<file path="src/logic/flash_host_pkg.sv">
//------------------------------------------------------------------
//------------------------------------------------------------------
package flash_host_pkg;

	//------------------------------------------------------------
	// Timing
	//------------------------------------------------------------
	localparam int CLK_NS = 10;
	localparam int SETUP_NS = 10;
	localparam int WE_LOW_NS = 20;
	localparam int HOLD_NS = 20;
	localparam int RE_LOW_NS = 60;
	localparam int RE_HIGH_NS = 20;
	localparam int PROTECT_SETTLE_NS = 100;
	localparam int RB_GUARD_NS = 200;
	localparam int RESET_BUSY_NS = 1000000;

	function automatic int ns_to_cyc(input int ns);
		int c;
		c = (ns + CLK_NS - 1) / CLK_NS;
		if (c < 1) c = 1;
		return c;
	endfunction : ns_to_cyc

	localparam int SETUP_CYC = ns_to_cyc(SETUP_NS);
	localparam int WE_LOW_CYC = ns_to_cyc(WE_LOW_NS);
	localparam int HOLD_CYC = ns_to_cyc(HOLD_NS);
	localparam int RE_LOW_CYC = ns_to_cyc(RE_LOW_NS);
	localparam int RE_HIGH_CYC = ns_to_cyc(RE_HIGH_NS);
	localparam int SETTLE_CYC = ns_to_cyc(PROTECT_SETTLE_NS);
	localparam int RB_GUARD_CYC = ns_to_cyc(RB_GUARD_NS);
	localparam int RESET_BUSY_DEF = RESET_BUSY_NS / CLK_NS;

	// Timer loads: a phase lasts load + 1 cycles
	localparam logic [19:0] SETUP_LD = 20'(SETUP_CYC - 1);
	localparam logic [19:0] WE_LOW_LD = 20'(WE_LOW_CYC - 1);
	localparam logic [19:0] HOLD_LD = 20'(HOLD_CYC - 1);
	localparam logic [19:0] RE_LOW_LD = 20'(RE_LOW_CYC - 1);
	localparam logic [19:0] RE_HIGH_LD = 20'(RE_HIGH_CYC - 1);
	localparam logic [19:0] SETTLE_LD = 20'(SETTLE_CYC - 1);
	localparam logic [19:0] RB_GUARD_LD = 20'(RB_GUARD_CYC - 1);

	//------------------------------------------------------------
	// Register map and fields
	//------------------------------------------------------------
	localparam logic [7:0] OFS_CMD = 8'h00;
	localparam logic [7:0] OFS_ADDR = 8'h04;
	localparam logic [7:0] OFS_DATA = 8'h08;
	localparam logic [7:0] OFS_READ = 8'h0C;
	localparam logic [7:0] OFS_COL = 8'h10;
	localparam logic [7:0] OFS_ROW = 8'h14;
	localparam logic [7:0] OFS_ADDR5 = 8'h18;
	localparam logic [7:0] OFS_CTRL = 8'h1C;
	localparam logic [7:0] OFS_STATUS = 8'h20;
	localparam int CTRL_SEL_BIT = 0;
	localparam int CTRL_PROT_BIT = 1;
	localparam int ST_BUSY_BIT = 0;
	localparam int ST_RDY_BIT = 1;
	localparam int ST_INIT_BIT = 2;
	localparam int ST_ERR_BIT = 3;
	localparam int ST_ENH_BIT = 4;
	localparam int PLANE_BIT = 6;
	localparam logic [2:0] LAST_ADDR_IDX = 3'h4;

	//------------------------------------------------------------
	// Command bytes
	//------------------------------------------------------------
	localparam logic [7:0] CMD_RESET = 8'hFF;
	localparam logic [7:0] CMD_STATUS = 8'h70;
	localparam logic [7:0] CMD_STATUS_DIE = 8'h78;
	localparam logic [7:0] CMD_READ_MODE = 8'h00;

	//------------------------------------------------------------
	// Types
	//------------------------------------------------------------
	typedef enum logic [5:0] {
		ST_IDLE = 6'h01,
		ST_SETUP = 6'h02,
		ST_STROBE = 6'h04,
		ST_HOLD = 6'h08,
		ST_SETTLE = 6'h10,
		ST_WAITRDY = 6'h20
	} state_t;

	typedef enum logic [1:0] {
		OP_CMD = 2'h0,
		OP_ADDR = 2'h1,
		OP_DIN = 2'h2,
		OP_DOUT = 2'h3
	} op_t;

	typedef struct packed {
		logic select_n;
		logic cmd_latch_en;
		logic addr_latch_en;
		logic write_strobe_n;
		logic read_strobe_n;
		logic protect_n;
	} ctl_pins_t;

	localparam ctl_pins_t CTL_RESET = '{select_n: 1'b1,
		cmd_latch_en: 1'b0, addr_latch_en: 1'b0, write_strobe_n: 1'b1,
		read_strobe_n: 1'b1, protect_n: 1'b0};

endpackage : flash_host_pkg

</file>
<file path="src/logic/flash_pin_sync.sv">
`timescale 1ns/1ns
module flash_pin_sync #(
	parameter int W = 1
) (
	input wire logic clk,
	input wire logic rst_n,
	input wire logic [W-1:0] pin,
	output logic [W-1:0] level
);
	logic [W-1:0] s1_reg, s1_next, s2_reg, s2_next;
	logic [W-1:0] s3_reg, s3_next, lvl_reg, lvl_next;

	// Three stages; a change counts when stages two and three agree
	always_comb begin
		s1_next = pin;
		s2_next = s1_reg;
		s3_next = s2_reg;
		lvl_next = (s2_reg == s3_reg) ? s3_reg : lvl_reg;
	end

	always_ff @(posedge clk) begin
		if (!rst_n) begin
			s1_reg <= '0;
			s2_reg <= '0;
			s3_reg <= '0;
			lvl_reg <= '0;
		end else begin
			s1_reg <= s1_next;
			s2_reg <= s2_next;
			s3_reg <= s3_next;
			lvl_reg <= lvl_next;
		end
	end

	assign level = lvl_reg;
endmodule : flash_pin_sync

</file>
<file path="src/logic/flash_wait_timer.sv">
`timescale 1ns/1ns
module flash_wait_timer (
	input wire logic clk,
	input wire logic rst_n,
	input wire logic load,
	input wire logic [19:0] load_val,
	output logic done
);
	logic [19:0] cnt_reg, cnt_next;

	// Down counter; done while it rests at zero
	always_comb begin
		if (load) cnt_next = load_val;
		else if (cnt_reg != 20'h00000) cnt_next = cnt_reg - 20'h00001;
		else cnt_next = cnt_reg;
	end

	always_ff @(posedge clk) begin
		if (!rst_n) cnt_reg <= 20'h00000;
		else cnt_reg <= cnt_next;
	end

	assign done = (cnt_reg == 20'h00000);
endmodule : flash_wait_timer

</file>
<file path="src/logic/flash_host_ctrl.sv">
// Implementation choices: the plain strobed port and the placing of the registers.
`timescale 1ns/1ns
module flash_host_ctrl #(
	parameter int RESET_BUSY_CYC = flash_host_pkg::RESET_BUSY_DEF
) (
	input wire logic SYS_CLK,
	input wire logic RST_N,
	input wire logic [7:0] ADDR,
	input wire logic [31:0] WDATA,
	input wire logic WR,
	input wire logic RD,
	output logic [31:0] RDATA,
	output flash_host_pkg::ctl_pins_t CTL,
	input wire logic [15:0] DQ_IN,
	output logic [15:0] DQ_OUT,
	output logic DQ_OE,
	input wire logic RB_N_IN
);
	import flash_host_pkg::*;

	//------------------------------------------------------------
	// Declarations
	//------------------------------------------------------------
	state_t state_reg, state_next;
	op_t op_reg, op_next;
	ctl_pins_t pins_reg, pins_next;
	logic [15:0] dq_reg, dq_next;
	logic oe_reg, oe_next;
	logic [2:0] burst_reg, burst_next;
	logic bst_reg, bst_next;
	logic [15:0] rdw_reg, rdw_next;
	logic init_reg, init_next;
	logic seq_reg, seq_next;
	logic enh_reg, enh_next;
	logic guard_reg, guard_next;
	logic [7:0] lcmd_reg, lcmd_next;
	logic [10:0] col_reg, col_next;
	logic [16:0] row_reg, row_next;
	logic sel_reg, sel_next;
	logic preq_reg, preq_next;
	logic err_reg, err_next;
	logic [31:0] rdata_reg, rdata_next;
	logic [19:0] tmr_val;
	logic tmr_load, tmr_done;
	logic eng_err;
	logic [15:0] dq_sync;
	logic rb_sync;
	logic wr_cmd, wr_adr, wr_dat, wr_rdq, wr_a5, issue;
	logic idle, prot_pend, legal, refuse, stat_cmd;
	logic [31:0] status_w;

	//------------------------------------------------------------
	// Helpers
	//------------------------------------------------------------
	// Address byte of a five-cycle burst
	function automatic logic [7:0] addr_byte(input logic [2:0] idx,
		input logic [10:0] col, input logic [16:0] row);
		logic [10:0] c;
		c = col;
		if (c[10]) c[9:5] = 5'h00;
		case (idx)
		3'h0: addr_byte = c[7:0];
		3'h1: addr_byte = {5'h00, c[10:8]};
		3'h2: addr_byte = row[7:0]; // row bit PLANE_BIT selects plane
		3'h3: addr_byte = row[15:8];
		default: addr_byte = {7'h00, row[16]};
		endcase
	endfunction : addr_byte

	//------------------------------------------------------------
	// Pin inputs and phase timer
	//------------------------------------------------------------
	flash_pin_sync #(.W(16)) u_dq_sync (
		.clk(SYS_CLK),
		.rst_n(RST_N),
		.pin(DQ_IN),
		.level(dq_sync)
	);

	flash_pin_sync #(.W(1)) u_rb_sync (
		.clk(SYS_CLK),
		.rst_n(RST_N),
		.pin(RB_N_IN),
		.level(rb_sync)
	);

	flash_wait_timer u_timer (
		.clk(SYS_CLK),
		.rst_n(RST_N),
		.load(tmr_load),
		.load_val(tmr_val),
		.done(tmr_done)
	);

	//------------------------------------------------------------
	// Request decode and acceptance
	//------------------------------------------------------------
	// Writes that start a bus cycle
	assign wr_cmd = WR && (ADDR == OFS_CMD);
	assign wr_adr = WR && (ADDR == OFS_ADDR);
	assign wr_dat = WR && (ADDR == OFS_DATA);
	assign wr_rdq = WR && (ADDR == OFS_READ);
	assign wr_a5 = WR && (ADDR == OFS_ADDR5);
	assign issue = wr_cmd | wr_adr | wr_dat | wr_rdq | wr_a5;
	assign idle = (state_reg == ST_IDLE);
	assign prot_pend = (preq_reg != pins_reg.protect_n);
	assign stat_cmd = (lcmd_reg == CMD_STATUS) ||
		(lcmd_reg == CMD_STATUS_DIE);

	// A request is taken only when idle, selected and not settling
	always_comb begin
		legal = 1'b0;
		if (idle && !prot_pend && sel_reg) begin
			if (wr_cmd)
				legal = init_reg || (WDATA[7:0] == CMD_RESET);
			else if (wr_adr || wr_a5 || wr_dat)
				legal = init_reg && seq_reg;
			else if (wr_rdq)
				legal = init_reg && seq_reg && (!enh_reg || stat_cmd);
		end
	end
	assign refuse = issue && !legal;

	//------------------------------------------------------------
	// Bus cycle engine
	//------------------------------------------------------------
	// Next state of the pin sequencer
	always_comb begin
		state_next = state_reg;
		op_next = op_reg;
		pins_next = pins_reg;
		dq_next = dq_reg;
		oe_next = oe_reg;
		burst_next = burst_reg;
		bst_next = bst_reg;
		rdw_next = rdw_reg;
		init_next = init_reg;
		seq_next = seq_reg;
		enh_next = enh_reg;
		guard_next = guard_reg;
		lcmd_next = lcmd_reg;
		tmr_load = 1'b0;
		tmr_val = 20'h00000;
		eng_err = 1'b0;
		case (state_reg)
		ST_IDLE: begin
			pins_next.select_n = ~sel_reg;
			if (issue && legal) begin
				tmr_load = 1'b1;
				tmr_val = SETUP_LD;
				state_next = ST_SETUP;
				oe_next = 1'b1;
				bst_next = wr_a5;
				burst_next = 3'h0;
				pins_next.cmd_latch_en = wr_cmd;
				pins_next.addr_latch_en = wr_adr | wr_a5;
				dq_next = {8'h00, WDATA[7:0]};
				if (wr_cmd) begin
					op_next = OP_CMD;
					seq_next = 1'b1;
					lcmd_next = WDATA[7:0];
					if (WDATA[7:0] == CMD_STATUS_DIE) enh_next = 1'b1;
					if (WDATA[7:0] == CMD_READ_MODE) enh_next = 1'b0;
				end else if (wr_a5) begin
					op_next = OP_ADDR;
					dq_next = {8'h00, addr_byte(3'h0, col_reg, row_reg)};
				end else if (wr_adr) begin
					op_next = OP_ADDR;
				end else if (wr_dat) begin
					op_next = OP_DIN;
					dq_next = WDATA[15:0];
				end else begin
					op_next = OP_DOUT;
					oe_next = 1'b0;
				end
			end else if (prot_pend && rb_sync) begin
				pins_next.protect_n = preq_reg;
				tmr_load = 1'b1;
				tmr_val = SETTLE_LD;
				state_next = ST_SETTLE;
			end
		end
		ST_SETUP: begin
			if (tmr_done) begin
				tmr_load = 1'b1;
				state_next = ST_STROBE;
				if (op_reg == OP_DOUT) begin
					pins_next.read_strobe_n = 1'b0;
					tmr_val = RE_LOW_LD;
				end else begin
					pins_next.write_strobe_n = 1'b0;
					tmr_val = WE_LOW_LD;
				end
			end
		end
		ST_STROBE: begin
			if (tmr_done) begin
				pins_next.write_strobe_n = 1'b1;
				pins_next.read_strobe_n = 1'b1;
				tmr_load = 1'b1;
				state_next = ST_HOLD;
				if (op_reg == OP_DOUT) begin
					rdw_next = dq_sync;
					tmr_val = RE_HIGH_LD;
				end else begin
					tmr_val = HOLD_LD;
				end
			end
		end
		ST_HOLD: begin
			if (tmr_done) begin
				if (bst_reg && (burst_reg != LAST_ADDR_IDX)) begin
					burst_next = burst_reg + 3'h1;
					dq_next = {8'h00,
						addr_byte(burst_reg + 3'h1, col_reg, row_reg)};
					tmr_load = 1'b1;
					tmr_val = SETUP_LD;
					state_next = ST_SETUP;
				end else begin
					pins_next.cmd_latch_en = 1'b0;
					pins_next.addr_latch_en = 1'b0;
					oe_next = 1'b0;
					bst_next = 1'b0;
					if ((op_reg == OP_CMD) && (dq_reg[7:0] == CMD_RESET)) begin
						init_next = 1'b0;
						guard_next = 1'b0;
						tmr_load = 1'b1;
						tmr_val = RB_GUARD_LD;
						state_next = ST_WAITRDY;
					end else begin
						state_next = ST_IDLE;
					end
				end
			end
		end
		ST_WAITRDY: begin
			// Guard lets the ready line fall before it is watched
			if (!guard_reg) begin
				if (tmr_done) begin
					guard_next = 1'b1;
					tmr_load = 1'b1;
					tmr_val = 20'(RESET_BUSY_CYC - 1);
				end
			end else if (rb_sync) begin
				init_next = 1'b1;
				state_next = ST_IDLE;
			end else if (tmr_done) begin
				eng_err = 1'b1;
				state_next = ST_IDLE;
			end
		end
		ST_SETTLE: begin
			if (tmr_done) state_next = ST_IDLE;
		end
		default: begin
			state_next = ST_IDLE;
			pins_next = CTL_RESET;
			oe_next = 1'b0;
		end
		endcase
	end

	// Engine registers
	always_ff @(posedge SYS_CLK) begin
		if (!RST_N) begin
			state_reg <= ST_IDLE;
			op_reg <= OP_CMD;
			pins_reg <= CTL_RESET;
			dq_reg <= 16'h0000;
			oe_reg <= 1'b0;
			burst_reg <= 3'h0;
			bst_reg <= 1'b0;
			rdw_reg <= 16'h0000;
			init_reg <= 1'b0;
			seq_reg <= 1'b0;
			enh_reg <= 1'b0;
			guard_reg <= 1'b0;
			lcmd_reg <= 8'h00;
		end else begin
			state_reg <= state_next;
			op_reg <= op_next;
			pins_reg <= pins_next;
			dq_reg <= dq_next;
			oe_reg <= oe_next;
			burst_reg <= burst_next;
			bst_reg <= bst_next;
			rdw_reg <= rdw_next;
			init_reg <= init_next;
			seq_reg <= seq_next;
			enh_reg <= enh_next;
			guard_reg <= guard_next;
			lcmd_reg <= lcmd_next;
		end
	end

	//------------------------------------------------------------
	// Software registers
	//------------------------------------------------------------
	// Status word assembly
	always_comb begin
		status_w = 32'h00000000;
		status_w[ST_BUSY_BIT] = !idle;
		status_w[ST_RDY_BIT] = rb_sync;
		status_w[ST_INIT_BIT] = init_reg;
		status_w[ST_ERR_BIT] = err_reg;
		status_w[ST_ENH_BIT] = enh_reg;
	end

	// Writes, error flag and read data
	always_comb begin
		col_next = col_reg;
		row_next = row_reg;
		sel_next = sel_reg;
		preq_next = preq_reg;
		if (WR && (ADDR == OFS_COL)) col_next = WDATA[10:0];
		if (WR && (ADDR == OFS_ROW)) row_next = WDATA[16:0];
		if (WR && (ADDR == OFS_CTRL)) begin
			sel_next = WDATA[CTRL_SEL_BIT];
			preq_next = WDATA[CTRL_PROT_BIT];
		end
		// Set wins over the write-one clear
		err_next = (err_reg &
			!(WR && (ADDR == OFS_STATUS) && WDATA[ST_ERR_BIT])) |
			refuse | eng_err;
		rdata_next = 32'h00000000;
		if (RD) begin
			case (ADDR)
			OFS_DATA: rdata_next = {16'h0000, rdw_reg};
			OFS_COL: rdata_next = {21'h000000, col_reg};
			OFS_ROW: rdata_next = {15'h0000, row_reg};
			OFS_CTRL: rdata_next = {30'h00000000, preq_reg, sel_reg};
			OFS_STATUS: rdata_next = status_w;
			default: rdata_next = 32'h00000000;
			endcase
		end
	end

	always_ff @(posedge SYS_CLK) begin
		if (!RST_N) begin
			col_reg <= 11'h000;
			row_reg <= 17'h00000;
			sel_reg <= 1'b0;
			preq_reg <= 1'b0;
			err_reg <= 1'b0;
			rdata_reg <= 32'h00000000;
		end else begin
			col_reg <= col_next;
			row_reg <= row_next;
			sel_reg <= sel_next;
			preq_reg <= preq_next;
			err_reg <= err_next;
			rdata_reg <= rdata_next;
		end
	end

	assign RDATA = rdata_reg;
	assign CTL = pins_reg;
	assign DQ_OUT = dq_reg;
	assign DQ_OE = oe_reg;

	//------------------------------------------------------------
	// Assertions
	//------------------------------------------------------------
	property p_no_dual_latch;
		@(posedge SYS_CLK) disable iff (!RST_N)
		!(CTL.cmd_latch_en && CTL.addr_latch_en);
	endproperty
	a_no_dual_latch: assert property (p_no_dual_latch)
		else $error("both latch enables high");

	property p_cmd_edge;
		@(posedge SYS_CLK) disable iff (!RST_N)
		$rose(CTL.write_strobe_n) && CTL.cmd_latch_en |->
			!CTL.select_n && !CTL.addr_latch_en && CTL.read_strobe_n
			&& DQ_OE && (DQ_OUT[15:8] == 8'h00);
	endproperty
	a_cmd_edge: assert property (p_cmd_edge)
		else $error("bad pins at command strobe");

	property p_addr_edge;
		@(posedge SYS_CLK) disable iff (!RST_N)
		$rose(CTL.write_strobe_n) && CTL.addr_latch_en |->
			!CTL.select_n && !CTL.cmd_latch_en && CTL.read_strobe_n
			&& (DQ_OUT[15:8] == 8'h00);
	endproperty
	a_addr_edge: assert property (p_addr_edge)
		else $error("bad pins at address strobe");

	property p_data_edge;
		@(posedge SYS_CLK) disable iff (!RST_N)
		$rose(CTL.write_strobe_n) && !CTL.cmd_latch_en &&
			!CTL.addr_latch_en |->
			!CTL.select_n && CTL.read_strobe_n && DQ_OE;
	endproperty
	a_data_edge: assert property (p_data_edge)
		else $error("bad pins at data strobe");

	property p_read_low;
		@(posedge SYS_CLK) disable iff (!RST_N)
		$fell(CTL.read_strobe_n) |-> (!CTL.read_strobe_n && !DQ_OE &&
			CTL.write_strobe_n)[*6] ##1 CTL.read_strobe_n;
	endproperty
	a_read_low: assert property (p_read_low)
		else $error("read strobe low time wrong");

	property p_prot_settle;
		@(posedge SYS_CLK) disable iff (!RST_N)
		$changed(CTL.protect_n) |-> ($past(state_reg) == ST_IDLE
			&& $past(rb_sync)) ##0 (state_reg == ST_SETTLE &&
			CTL.write_strobe_n)[*8];
	endproperty
	a_prot_settle: assert property (p_prot_settle)
		else $error("protect change not settled");

	property p_first_reset;
		@(posedge SYS_CLK) disable iff (!RST_N)
		CTL.cmd_latch_en && !init_reg |-> DQ_OUT[7:0] == CMD_RESET;
	endproperty
	a_first_reset: assert property (p_first_reset)
		else $error("command before reset done");

	property p_addr_after_cmd;
		@(posedge SYS_CLK) disable iff (!RST_N)
		$rose(CTL.addr_latch_en) |-> seq_reg && init_reg;
	endproperty
	a_addr_after_cmd: assert property (p_addr_after_cmd)
		else $error("address without command");

	property p_addr_layout;
		@(posedge SYS_CLK) disable iff (!RST_N)
		bst_reg && CTL.addr_latch_en && (burst_reg == 3'h1) |->
			DQ_OUT[7:3] == 5'h00;
	endproperty
	a_addr_layout: assert property (p_addr_layout)
		else $error("column high byte layout");

	property p_col_mask;
		@(posedge SYS_CLK) disable iff (!RST_N)
		bst_reg && CTL.addr_latch_en && (burst_reg == 3'h0) &&
			col_reg[10] |-> DQ_OUT[7:5] == 3'h0;
	endproperty
	a_col_mask: assert property (p_col_mask)
		else $error("column bits not masked");
endmodule : flash_host_ctrl

</file>
<file path="config.mk">
export PLATFORM = sky130hd
export DESIGN_NAME = flash_host_ctrl
export DESIGN_NICKNAME = d
export VERILOG_FILES = /design/src/logic/flash_host_pkg.sv /design/src/logic/flash_pin_sync.sv /design/src/logic/flash_wait_timer.sv /design/src/logic/flash_host_ctrl.sv
export SDC_FILE = /design/constraint.sdc
export NUM_CORES = 1
export LEC_CHECK = 0
export BUFFER_PORTS_ARGS = -buffer_cell sky130_fd_sc_hd__buf_4
export CAP_MARGIN = 25
export CORE_UTILIZATION = 35
export DETAILED_ROUTE_END_ITERATION = 16
export PLACE_DENSITY = 0.59
export SYNTH_ARGS = -nofsm -noshare
export SYNTH_HDL_FRONTEND = slang
export SYNTH_HIERARCHICAL = 1
export SYNTH_SLANG_ARGS = --single-unit
</file>
<file path="constraint.sdc">
create_clock -name SYS_CLK -period 9.4 [get_ports SYS_CLK]
set_input_delay 1.88 -clock SYS_CLK [delete_from_list [all_inputs] [get_ports SYS_CLK]]
set_output_delay 1.88 -clock SYS_CLK [all_outputs]
set_load 0.01 [all_outputs]
</file>
== Word level (Yosys, flattened, before mapping) ==
Index checks and enable logic that the tools add are counted.

* Bits in registers: 214
* Output and inout port bits: 55
* Logic and storage cells: 236
* Bits of input ports: 61

* Add/sub/neg operators: 2
* Mux-type cells: 91
* Reductions and logical operators: 57
* Equal/unequal tests: 41
* Bitwise logic cells: 12

{| class="wikitable"
|+ Operators with widths
! operator !! number
|-
| 17-bit case mux with 5 select lines || 2
|-
| 16-bit two-way mux || 7
|-
| 6-bit two-way mux || 10
|-
| 20-bit two-way mux || 2
|-
| 1-bit two-way mux || 36
|-
| 6-bit case mux with 6 select lines || 1
|-
| 17-bit two-way mux || 2
|-
| 8-bit by 5-bit == test with 1-bit output, second input constant || 4
|-
| 16-bit case mux with 2 select lines || 1
|-
| 8-bit case mux with 4 select lines || 1
|-
| 4-bit AND reduction || 7
|-
| 8-bit by 7-bit == test with 1-bit output, second input constant || 3
|-
| 20-bit zero test || 1
|-
| 5-bit two-way mux || 4
|-
| 2-bit != test, second input constant || 10
|-
| 20-bit nonzero test || 1
|-
| 20-bit by 1-bit subtractor with 20-bit output, second input constant || 1
|-
| 1-bit logical AND || 19
|-
| 16-bit == test || 1
|-
| 8-bit by 4-bit == test with 1-bit output, second input constant || 2
|-
| 8-bit == test, second input constant || 2
|-
| 8-bit zero test || 2
|-
| 2-bit two-way mux || 8
|-
| 3-bit two-way mux || 5
|-
| 38 further kinds || 71
|}

== Longest topological paths before layout ==
Gate-level depths: netlist (run 1).

* Word-level depth: 12
* Gate-level depth with buffers: 14
* Depth with buffers taken out: 10

== By module ==
The synthesis (run 1) kept the hierarchy.

{| class="wikitable"
|+ By module, submodules not included
! module !! sequential area each (um2) !! cells an instance !! times used !! area an instance (um2)
|-
| flash_host_ctrl || 2202.1 || 611 || 1 || 5392.7
|-
| flash_pin_sync at u_dq_sync || 1281.2 || 191 || 1 || 2093.3
|-
| flash_wait_timer || 400.4 || 122 || 1 || 1087.3
|-
| flash_pin_sync at u_rb_sync || 80.1 || 10 || 1 || 116.4
|}

== Worst setup path before layout (run 1) ==
OpenSTA, ideal clock, no wires.

* Path type: input -> register
* Start point: input ADDR[7]
* End point: register u_timer.cnt_reg[7]
* Library setup time: 0.067 ns
* Data required time: 9.333 ns
* Setup slack: 5.018 ns
* Cell stages on the path: 11
* Path buffers: 3
* Arrival: 4.314 ns
* Path through: nor4b_4 -> a32oi_1 -> or4_4 -> buf_6 -> or2_1 -> nand3_1 -> and2_1 -> clkbuf_1 -> clkbuf_1 -> nand2_1 -> o21ai_2

* Word-level cells in the longest chain between the ends: 11
* Elaborated cells on any way between the ends: 25
* Those cells by class: eq/ne: 4; mux: 7; bitwise: 4; reduce/logical: 10

{| class="wikitable"
|+ Ends and longest elaborated chain
! item !! RTL line !! text
|-
| from (decl) || flash_host_ctrl.sv:8 || <nowiki>input wire logic [7:0] ADDR,</nowiki>
|-
| 8-bit by 3-bit == test with 1-bit output / 8-bit by 5-bit == test with 1-bit output (equally long branches) || flash_host_ctrl.sv:100, flash_host_ctrl.sv:103 ||
|-
| 1-bit logical AND, on equally long branches || flash_host_ctrl.sv:100, flash_host_ctrl.sv:103 ||
|-
| 1-bit logical OR (2 in a row) || flash_host_ctrl.sv:116 || <nowiki>else if (wr_adr || wr_a5 || wr_dat)</nowiki>
|-
| 1-bit two-way mux || flash_host_ctrl.sv:116 ||
|-
| 1-bit two-way mux || flash_host_ctrl.sv:114 || <nowiki>if (wr_cmd)</nowiki>
|-
| 1-bit two-way mux || flash_host_ctrl.sv:113 || <nowiki>if (idle && !prot_pend && sel_reg) begin</nowiki>
|-
| 1-bit logical AND (*) || flash_host_ctrl.sv:148 || <nowiki>if (issue && legal) begin</nowiki>
|-
| 1-bit two-way mux (*) || flash_host_ctrl.sv:148 ||
|-
| 1-bit case mux with 4 select lines (*) || flash_host_ctrl.sv:145 || <nowiki>case (state_reg)</nowiki>
|-
| via tmr_load || flash_host_ctrl.sv:44 || <nowiki>logic tmr_load, tmr_done;</nowiki>
|-
| 20-bit two-way mux / 2-bit nonzero test (equally long branches) || - ||
|-
| to (signal assigned) || flash_wait_timer.sv:20 || <nowiki>else cnt_reg <= cnt_next;</nowiki>
|-
| to (decl) || flash_wait_timer.sv:9 || <nowiki>logic [19:0] cnt_reg, cnt_next;</nowiki>
|}

The timed path passes the listed nets; every way through them passes the cells marked *.
A chain may end at the register's enable or synchronous reset.

== Worst setup path after layout (run 1) ==
* Start point: input ADDR[7]
* End point: register u_timer.cnt_reg[15]

The elaborated chain is that of the path after synthesis.

==> metrics.yaml, run 1 <==
numCtsBuffers: 17
h-tree-depth: 4
drc: 0
syn_inst: 934
grt_max_degree: 89
ys_seq_elements: 198
die_h_um: 160
drv_slew: 0
core_area_um2: 24300
peakVddDrop_mv: 0.0987
cp-end-kind: "register"
critical_path_class: "in2reg"
p_leak_uw: 0.00397
firstDrtPassIters: 6
vias_per_cell: 5.10
clock_skew_ns: 0.0149
area_growth_pct: 16.7
synth_edf_count: 0
ios: 116
finalNonFillerCells: 1341
synthArstFlopShare: 0
rsz0062_at_grt: "false"
crit_required_ns: 9.76
maxCapViolCount: 0
dp.cells: 1309
worstMarginPinSlew_ns: 0.854
ys.flop_type: "dfxtp_1"
cts_root_buf: "clkbuf_16"
fmax_mhz: 231
tns_ns: 0
cts_buffer_depth: 2
die_w_um: 160
cts.reportedPaths.clkPinSlew_ns: 0.08
clock_latency_ns: 0.44
vias: 6845
start_kind: "primary input"
yosysWarnings: 6
slew_headroom: 0.426
track_usage: 0.171
io_buffer_count: 85
drt-total-wl_um: 21500
cts.sinks: 198
hold_viol: 0
netlist_area_um2: 8690
arrival_ns: 4.69
antenna_found_initial: 0
fill_cells: 2357
grt_remaining_overflow: 0
layout_common_cells: "dfxtp_1 (198), nand2_1 (101), buf_4 (96)"
outcome: "finished clean"
wire_per_inst_um: 16.0
grt_pass1_vias: 6395
syn_avg_cell_area_um2: 9.30
setup_viol: 0
timing.final.crit_share: 0.460
cts_tree: "yes"
start_util: 0.357
dr.first_iter.drc_count: 544
fin_nets: 1073
ant_nets: 0
largest_reg_flops: 20
post_cts_resized: 0
grt_first_pass_wirelength_um: 34600
diodes: 0
layout_commonest_cell: "dfxtp_1"
drive_gt1_frac: 0.156
min_period_ns: 4.33
worstHoldPathType: "reg2reg"
dieArea_um2: 25500
place_congestion: 0.919
hpwl_um: 15100
ys_seq_area_frac: 0.456
ys_types: 80
fin_area_um2: 10100
cts_setup_buffers: 0
final_util: 0.417
powerDensity_nw_per_um2: 199
crit_path_max_fanout: 17
num_rows: 57
cts_hold_buf: 0
placed_area_um2: 9560
-- synth_stat cells, types with 5 or more instances --
cell type	n	area [um^2]
dfxtp_1	198	3960
nand2_1	101	379
nor2_1	91	342
mux2i_1	89	891
and2_1	54	338
clkbuf_1	42	158
xnor2_1	31	272
a21oi_1	30	150
o21ai_0	22	110
a22oi_1	20	150
nor3_1	20	100
buf_4	17	128
nand3_1	13	65.1
nor4_1	13	81.3
and3_1	11	68.8
a222oi_1	10	100
nand4_1	10	62.6
o21ai_2	10	87.6
o31ai_1	10	75.1
inv_1	8	30.0
xor2_1	8	70.1
ha_1	7	87.6
o21a_1	7	52.6
a211oi_1	5	37.5
-- path summary, 6_finish.rpt --
check	start	end	slack [ns]	cells past startpoint
worst min-delay path	u_dq_sync/s1_reg[4]	u_dq_sync/s2_reg[4]	0.43	1
worst max-delay path	ADDR[7]	u_timer/cnt_reg[15]	5.07	9
worst max register to register	u_timer/cnt_reg[0]	u_timer/cnt_reg[3]	6.13	11
worst min register to register	u_dq_sync/s1_reg[4]	u_dq_sync/s2_reg[4]	0.43	1
-- cell type report --
type / instances / area [um^2] / share of cell area
Clock buffer: 18 / 439 / 0.0433
Clock inverter: 13 / 143 / 0.0141
Inverter: 10 / 37.5 / 0.00370
Multi-Input combinational cell: 681 / 4420 / 0.436
Sequential cell: 198 / 3960 / 0.391
Tap cell: 324 / 405 / 0.0400
Timing Repair Buffer: 97 / 732 / 0.0722
-- per-stage QoR --
step	setup slack, ns	total power [uW]	hold slack, ns
finish	5.07	2020	0.428
CTS	5.10	2040	0.432
floorplan	5.02	1240	0.406
global route	4.85	2120	0.445
global placement	4.65	1310	0.417
detailed placement	4.65	1320	0.418
-- worst max-delay path, stage by stage --
cell     delay [ns]
buf_4          0.13
nor4b_4        0.54
a32oi_1        0.21
or4_4          0.53
or2_1          0.33
nand3_1        0.24
and2_1         0.60
nand2_1        0.14
o21ai_2        0.09
-- power breakdown --
part	leakage, uW	switching (uW)	internal (uW)
clock network	0.000284	358	360
logic	0.00208	205	169
registers	0.00161	40.9	886
-- logic make-up (layout without fill, tap and decap cells) --
logic type | count (synthesis) | in the layout | share of synthesized area
compound gates | 152 | 152 | 0.122
other cells | 1 | 25 | 0.000432
simple gates | 368 | 368 | 0.222
xor+xnor | 39 | 39 | 0.0393
fa+ha+maj | 7 | 7 | 0.0101
mux | 90 | 90 | 0.104
flops | 198 | 198 | 0.456
buf+inv | 79 | 138 | 0.0459
-- per-layer routing --
layer	part of all wire	wire, um	track usage
met1	0.47	10000	0.229
met2	0.47	10000	0.276
met3	0.047	1020	0.0287
met4	0.019	402	0.0568
met5	0	0	0
(Power assumes the default switching activity.)
==> run 2, diff against run 1 <==
--- a/config.mk
+++ b/config.mk
@@ -5,11 +5,12 @@
 export SDC_FILE = /design/constraint.sdc
 export NUM_CORES = 1
 export LEC_CHECK = 0
+export ABC_AREA = 1
 export BUFFER_PORTS_ARGS = -buffer_cell sky130_fd_sc_hd__buf_4
 export CAP_MARGIN = 25
 export CORE_UTILIZATION = 35
 export DETAILED_ROUTE_END_ITERATION = 16
-export PLACE_DENSITY = 0.59
+export PLACE_DENSITY = 0.61
 export SYNTH_ARGS = -nofsm -noshare
 export SYNTH_HDL_FRONTEND = slang
 export SYNTH_HIERARCHICAL = 1
==> constraint.sdc (replaced) <==
create_clock -name SYS_CLK -period 3.65 [get_ports SYS_CLK]
set_input_delay 0.73 -clock SYS_CLK [delete_from_list [all_inputs] [get_ports SYS_CLK]]
set_output_delay 0.73 -clock SYS_CLK [all_outputs]
set_load 0.01 [all_outputs]
==> run 2 against run 1 <==
Power grew to 3.2 times the previous value. Clock skew grew 0.0056 ns. Critical path depth grew 7. Global-route usage grew 0.098 points. Combinational power grew to 5.8 times the previous value. Design area grew 5.4%. First-iteration DRC count grew 19%. Register-to-register slack lost 5.7 ns. Clock power grew to 2.6 times the previous value. Critical endpoint is now u_timer/cnt_reg[0].
==> metrics.yaml, run 2 <==
worstSetupStartpoint: "u_timer/cnt_reg[0]"
dr.first_iter.drc_count: 648
start_kind: "register"
crit_path_cell_trace: "inv_1 > ha_1 > nand2_1 > nor2_4 > nand3_4 > inv_1 > clkinv_1 > nor2_1 > inv_1 > nand2_1 > a21oi_1 > nand3_1 > inv_1 > nand4_1 > nor2_1 > nor3_1"
ys_seq_elements: 198
setup_viol: 0
drt-total-wl_um: 22600
rsz0062_at_grt: "false"
drv_slew: 0
whs_ns: 0.410
vias_per_cell: 4.62
cp-end-kind: "register"
synth_edf_count: 0
diodes: 0
hold_viol: 0
hpwl_um: 16400
cts.sinks: 198
peakVddDrop_mv: 0.321
synth_top_area_frac: 0.428
ios: 116
arrival_ns: 3.54
antenna_found_initial: 0
fin_nets: 1484
critical_path_class: "reg2reg"
yosysMostFrequentCell: "nand2_1"
syn_avg_cell_area_um2: 6.91
netlist_area_um2: 9270
largest_reg_flops: 20
cts_tree: "yes"
crit_required_ns: 4.02
start_util: 0.357
cts_hold_buf: 0
cts_root_buf: "clkbuf_16"
grt_max_degree: 104
slew_headroom: 0.368
crit_path_max_fanout: 11
cpMaxStageDelayCell: "nor2_1"
syn_inst: 1341
cts_setup_buffers: 0
synth_area_leaders: "dfxtp_1 (43%), nand2_1 (14%), inv_1 (7.7%)"
fin_area_um2: 10700
tns_ns: 0
vias: 8149
post_cts_resized: 0
clock_latency_ns: 0.45
ys.flop_type: "dfxtp_1"
powerDensity_nw_per_um2: 612
area_growth_pct: 15.4
ant_nets: 0
grt_remaining_overflow: 0
core_area_um2: 26000
outcome: "finished clean"
layout_commonest_cell: "nand2_1"
ys_types: 44
placed_area_um2: 10100
h-tree-depth: 4
clock_skew_ns: 0.0205
die_w_um: 165
finalNonFillerCells: 1763
p_leak_uw: 0.00500
numCtsBuffers: 17
die_h_um: 165
dieArea_um2: 27100
cts.reportedPaths.clkPinSlew_ns: 0.08
maxCapViolCount: 0
layout_common_cells: "nand2_1 (355), dfxtp_1 (198), inv_1 (191)"
timing.critical_path.slowest_cell_delay_ns: 0.43
firstDrtPassIters: 5
r2r-start: "u_timer/cnt_reg[0]"
ys_seq_area_frac: 0.428
grt_first_pass_wirelength_um: 36400
drc: 0
timing.final.crit_share: 0.869
track_usage: 0.171
worstMarginPinSlew_ns: 0.948
wire_per_inst_um: 12.8
worstHoldPathType: "reg2reg"
synth_top_area_cell: "dfxtp_1"
fmax_mhz: 315
cpMostUsedCell: "inv_1"
place_congestion: 0.893
drive_gt1_frac: 0.123
num_rows: 59
io_buffer_count: 85
grt_pass1_vias: 7092
synthArstFlopShare: 0
cts_buffer_depth: 2
yosysWarnings: 6
synth_common_cells: "nand2_1 (355), dfxtp_1 (198), inv_1 (191), nor2_1 (174), a21oi_1 (94)"
hp-start: "u_dq_sync/s1_reg[9]"
min_period_ns: 3.17
dp.cells: 1732
-- run 2: cell types whose count changed in the layout (fill, tap and decap cells not counted), sizes merged, moves of 20 or more --
cell   change
o21ai     +32
a21oi     +64
nor2     +105
mux2i     -89
xnor2     -25
nand3     +48
and2      -54
a22oi     -20
nand2    +264
inv      +194
-- run 2: final timing paths --
check        slack, ns  depth (start not counted)                   to
min reg2reg       0.41                          2  u_dq_sync/s2_reg[9]
min               0.41                          2  u_dq_sync/s2_reg[9]
max reg2reg       0.48                         16   u_timer/cnt_reg[0]
max               0.48                         16   u_timer/cnt_reg[0]
-- run 2: worst max-delay path, delay by kind of cell (launching register included) --
| kind | cells | cell delay, ns |
|---|---|---|
| buffers and inverters | 5 | 0.94 |
| flip-flops | 1 | 0.32 |
| adder cells (fa/ha/maj) | 1 | 0.17 |
| AO/OA/AOI/OAI | 1 | 0.04 |
| AND/OR/NAND/NOR | 9 | 1.61 |
-- run 2: cell type report --
type / count / area [um^2]
clock buffers: 17 / 425
flip-flops and latches: 198 / 3960
fillers: 2765 / 15300
clock inverters: 14 / 160
multi-input cells: 904 / 4270
repair buffers: 92 / 691
well taps: 335 / 419
inverters: 203 / 764
-- run 2: logic make-up after synthesis --
family | count (synthesis) | share of synthesized area
simple gates | 665 | 0.315
buf+inv | 263 | 0.121
flops | 198 | 0.428
compound gates | 193 | 0.113
xor+xnor | 14 | 0.0132
fa+ha+maj | 7 | 0.00945
other cells | 1 | 0.000405
-- run 2: layer usage --
| metal | routed length (um) | up-vias | track usage |
|---|---|---|---|
| met5 | 0 | - | 0 |
| met4 | 428 | 0 | 0.0621 |
| met3 | 972 | 28 | 0.0261 |
| met2 | 10100 | 181 | 0.272 |
| met1 | 11100 | 3648 | 0.235 |
| li1 | - | 4292 | - |
-- run 2: power breakdown --
part	internal, uW	leakage (uW)	total, uW	switching [uW]
combinational	753	0.00311	2170	1420
clock	918	0.000279	1870	953
sequential	2360	0.00161	2510	145
-- run 2: metrics by stage --
step / power, uW / util / worst slack (ns)
global placement: 4680 / 0.389 / 0.571
finish: 6550 / 0.412 / 0.478
global route: 7050 / 0.412 / 0.0778
CTS: 6590 / 0.412 / 0.452
floorplan: 4320 / - / 1.12
detailed placement: 4720 / 0.389 / 0.511
==> run 3, diff against run 2 <==
--- a/config.mk
+++ b/config.mk
@@ -10,7 +10,7 @@
 export CAP_MARGIN = 25
 export CORE_UTILIZATION = 35
 export DETAILED_ROUTE_END_ITERATION = 16
-export PLACE_DENSITY = 0.61
+export PLACE_DENSITY = 0.54
 export SYNTH_ARGS = -nofsm -noshare
 export SYNTH_HDL_FRONTEND = slang
 export SYNTH_HIERARCHICAL = 1
==> run 3 against run 2 <==
Sequential share of layout area fell by 0.14 points. Clock skew fell by 0.0092 ns. First-iteration DRC count fell by 28%. Setup slack improved by 0.31 ns. Clock power rose by 4%. Global-route usage rose by 0.97 points. Count of clock-buffer cells in the layout rose by 2.
==> metrics.yaml, run 3 (synthesis results as in run 2) <==
outcome: "finished clean"
comb_power_share: 0.328
grt_remaining_overflow: 0
track_usage: 0.181
drt-total-wl_um: 23700
wire_per_inst_um: 13.4
layout_common_cells: "nand2_1 (355), dfxtp_1 (198), inv_1 (191)"
setup_viol: 0
p_sw_uw: 2500
timing.critical_path.max_delay_family: "buffers and inverters"
grt_max_degree: 56
fin_nets: 1487
r2r-start: "u_timer/cnt_reg[0]"
h-tree-depth: 4
worstSetupStartpoint: "u_timer/cnt_reg[0]"
min_period_ns: 2.86
area_growth_pct: 15.8
final_util: 0.413
timing.critical_path.slowest_cell_delay_ns: 0.50
cts_root_buf: "clkbuf_16"
clock_skew_ns: 0.0113
core_area_um2: 26000
rr_worst_depth: 12
cp-end-kind: "register"
drive_gt1_frac: 0.124
hold_depth: 2
multiInputGateArea_um2: 4270
maxCapViolCount: 0
ios: 116
p_int_uw: 4120
start_kind: "register"
worstHoldPathType: "reg2reg"
cts_hold_buf: 0
firstDrtPassIters: 5
cts.sinks: 198
drc: 0
diodes: 0
p_clk_frac: 0.294
layout_commonest_cell: "nand2_1"
grt_pass1_vias: 7394
vias_per_cell: 4.60
critical_path_class: "reg2reg"
dp.cells: 1735
antenna_found_initial: 0
crit_path_cell_trace: "inv_1 > ha_1 > nand2_1 > nor2_4 > nand3_4 > inv_1 > clkinv_1 > nor2_1 > nand2_1 > inv_1 > nor2_1 > nor2_1"
rsz0062_at_grt: "false"
grt_first_pass_wirelength_um: 38000
arrival_ns: 3.23
num_rows: 59
ff_latch_area_um2: 3960
worstMarginPinSlew_ns: 0.886
cpMaxStageDelayCell: "inv_1"
p_leak_uw: 0.00503
worst-path-buf-inv: 4
die_h_um: 165
drv_slew: 0
clock_latency_ns: 0.44
holdPathEnd: "u_rb_sync/s2_reg"
post_cts_resized: 0
crit_required_ns: 4.03
die_w_um: 165
start_util: 0.357
dieArea_um2: 27100
timing.final.crit_share: 0.783
worstSetupPathDepth: 12
finalNonFillerCells: 1767
hp-start: "u_rb_sync/s1_reg"
switching_share: 0.378
slew_headroom: 0.409
regToRegSetupSlack_ns: 0.79
largest_reg_flops: 20
cts_setup_buffers: 0
crit_path_max_fanout: 19
cts_buffer_depth: 2
dr.first_iter.drc_count: 469
peakVddDrop_mv: 0.334
powerDensity_nw_per_um2: 617
hold_viol: 0
vias: 8134
fill_cells: 2788
tns_ns: 0
seqPwrFrac: 0.378
timing.rr.end: "rdw_reg[5]"
cts.reportedPaths.clkPinSlew_ns: 0.08
place_congestion: 0.876
cts_tree: "yes"
ant_nets: 0
io_buffer_count: 85
fmax_mhz: 350
hpwl_um: 17300
numCtsBuffers: 17
-- run 3: layout make-up --
cell class                      count  area share
Inverter                          203      0.0712
Clock buffer                       19      0.0413
Tap cell                          335      0.0390
Sequential cell                   198       0.369
Timing Repair Buffer               95      0.0664
Clock inverter                     13      0.0150
Multi-Input combinational cell    904       0.398
-- run 3: power groups by stage --
stage | Clock, uW | Sequential, uW | Combinational (uW)
final | 1940 | 2500 | 2170
after global placement | 0 | 2560 | 2160
after global routing | 2090 | 2530 | 2500
after detailed placement | 0 | 2560 | 2180
after CTS | 2000 | 2510 | 2190
after floorplan | 0 | 2550 | 1770
-- run 3: worst max path at each step --
stage,to
after floorplan,u_timer/cnt_reg[15]
after global placement,rdw_reg[13]
after detailed placement,rdw_reg[12]
after global routing,rdw_reg[14]
after CTS,rdw_reg[5]
final,rdw_reg[5]
-- run 3: through the flow --
stage	setup WS [ns]	instance area [um^2]	power, uW	hold slack [ns]
2_1_floorplan	1.12	9360	4320	0.386
3_3_place_gp	0.831	10100	4720	0.395
3_5_place_dp	0.822	10100	4730	0.399
4_1_cts	0.780	10700	6690	0.418
5_1_grt	0.430	10700	7130	0.429
6_report	0.790	10700	6620	0.411
-- run 3: metal layers --
| layer | part of all wire | track usage |
|---|---|---|
| met1 | 0.46 | 0.235 |
| met2 | 0.47 | 0.296 |
| met3 | 0.051 | 0.0442 |
| met4 | 0.016 | 0.0538 |
| met5 | 0 | 0 |
-- run 3: worst register-to-register path: stages, from the launching register on --
cell	delay (ns)
dfxtp_1	0.32
inv_1	0.14
ha_1	0.17
nand2_1	0.09
nor2_4	0.14
nand3_4	0.10
inv_1	0.23
clkinv_1	0.30
nor2_1	0.21
nand2_1	0.38
inv_1	0.51
nor2_1	0.08
nor2_1	0.12
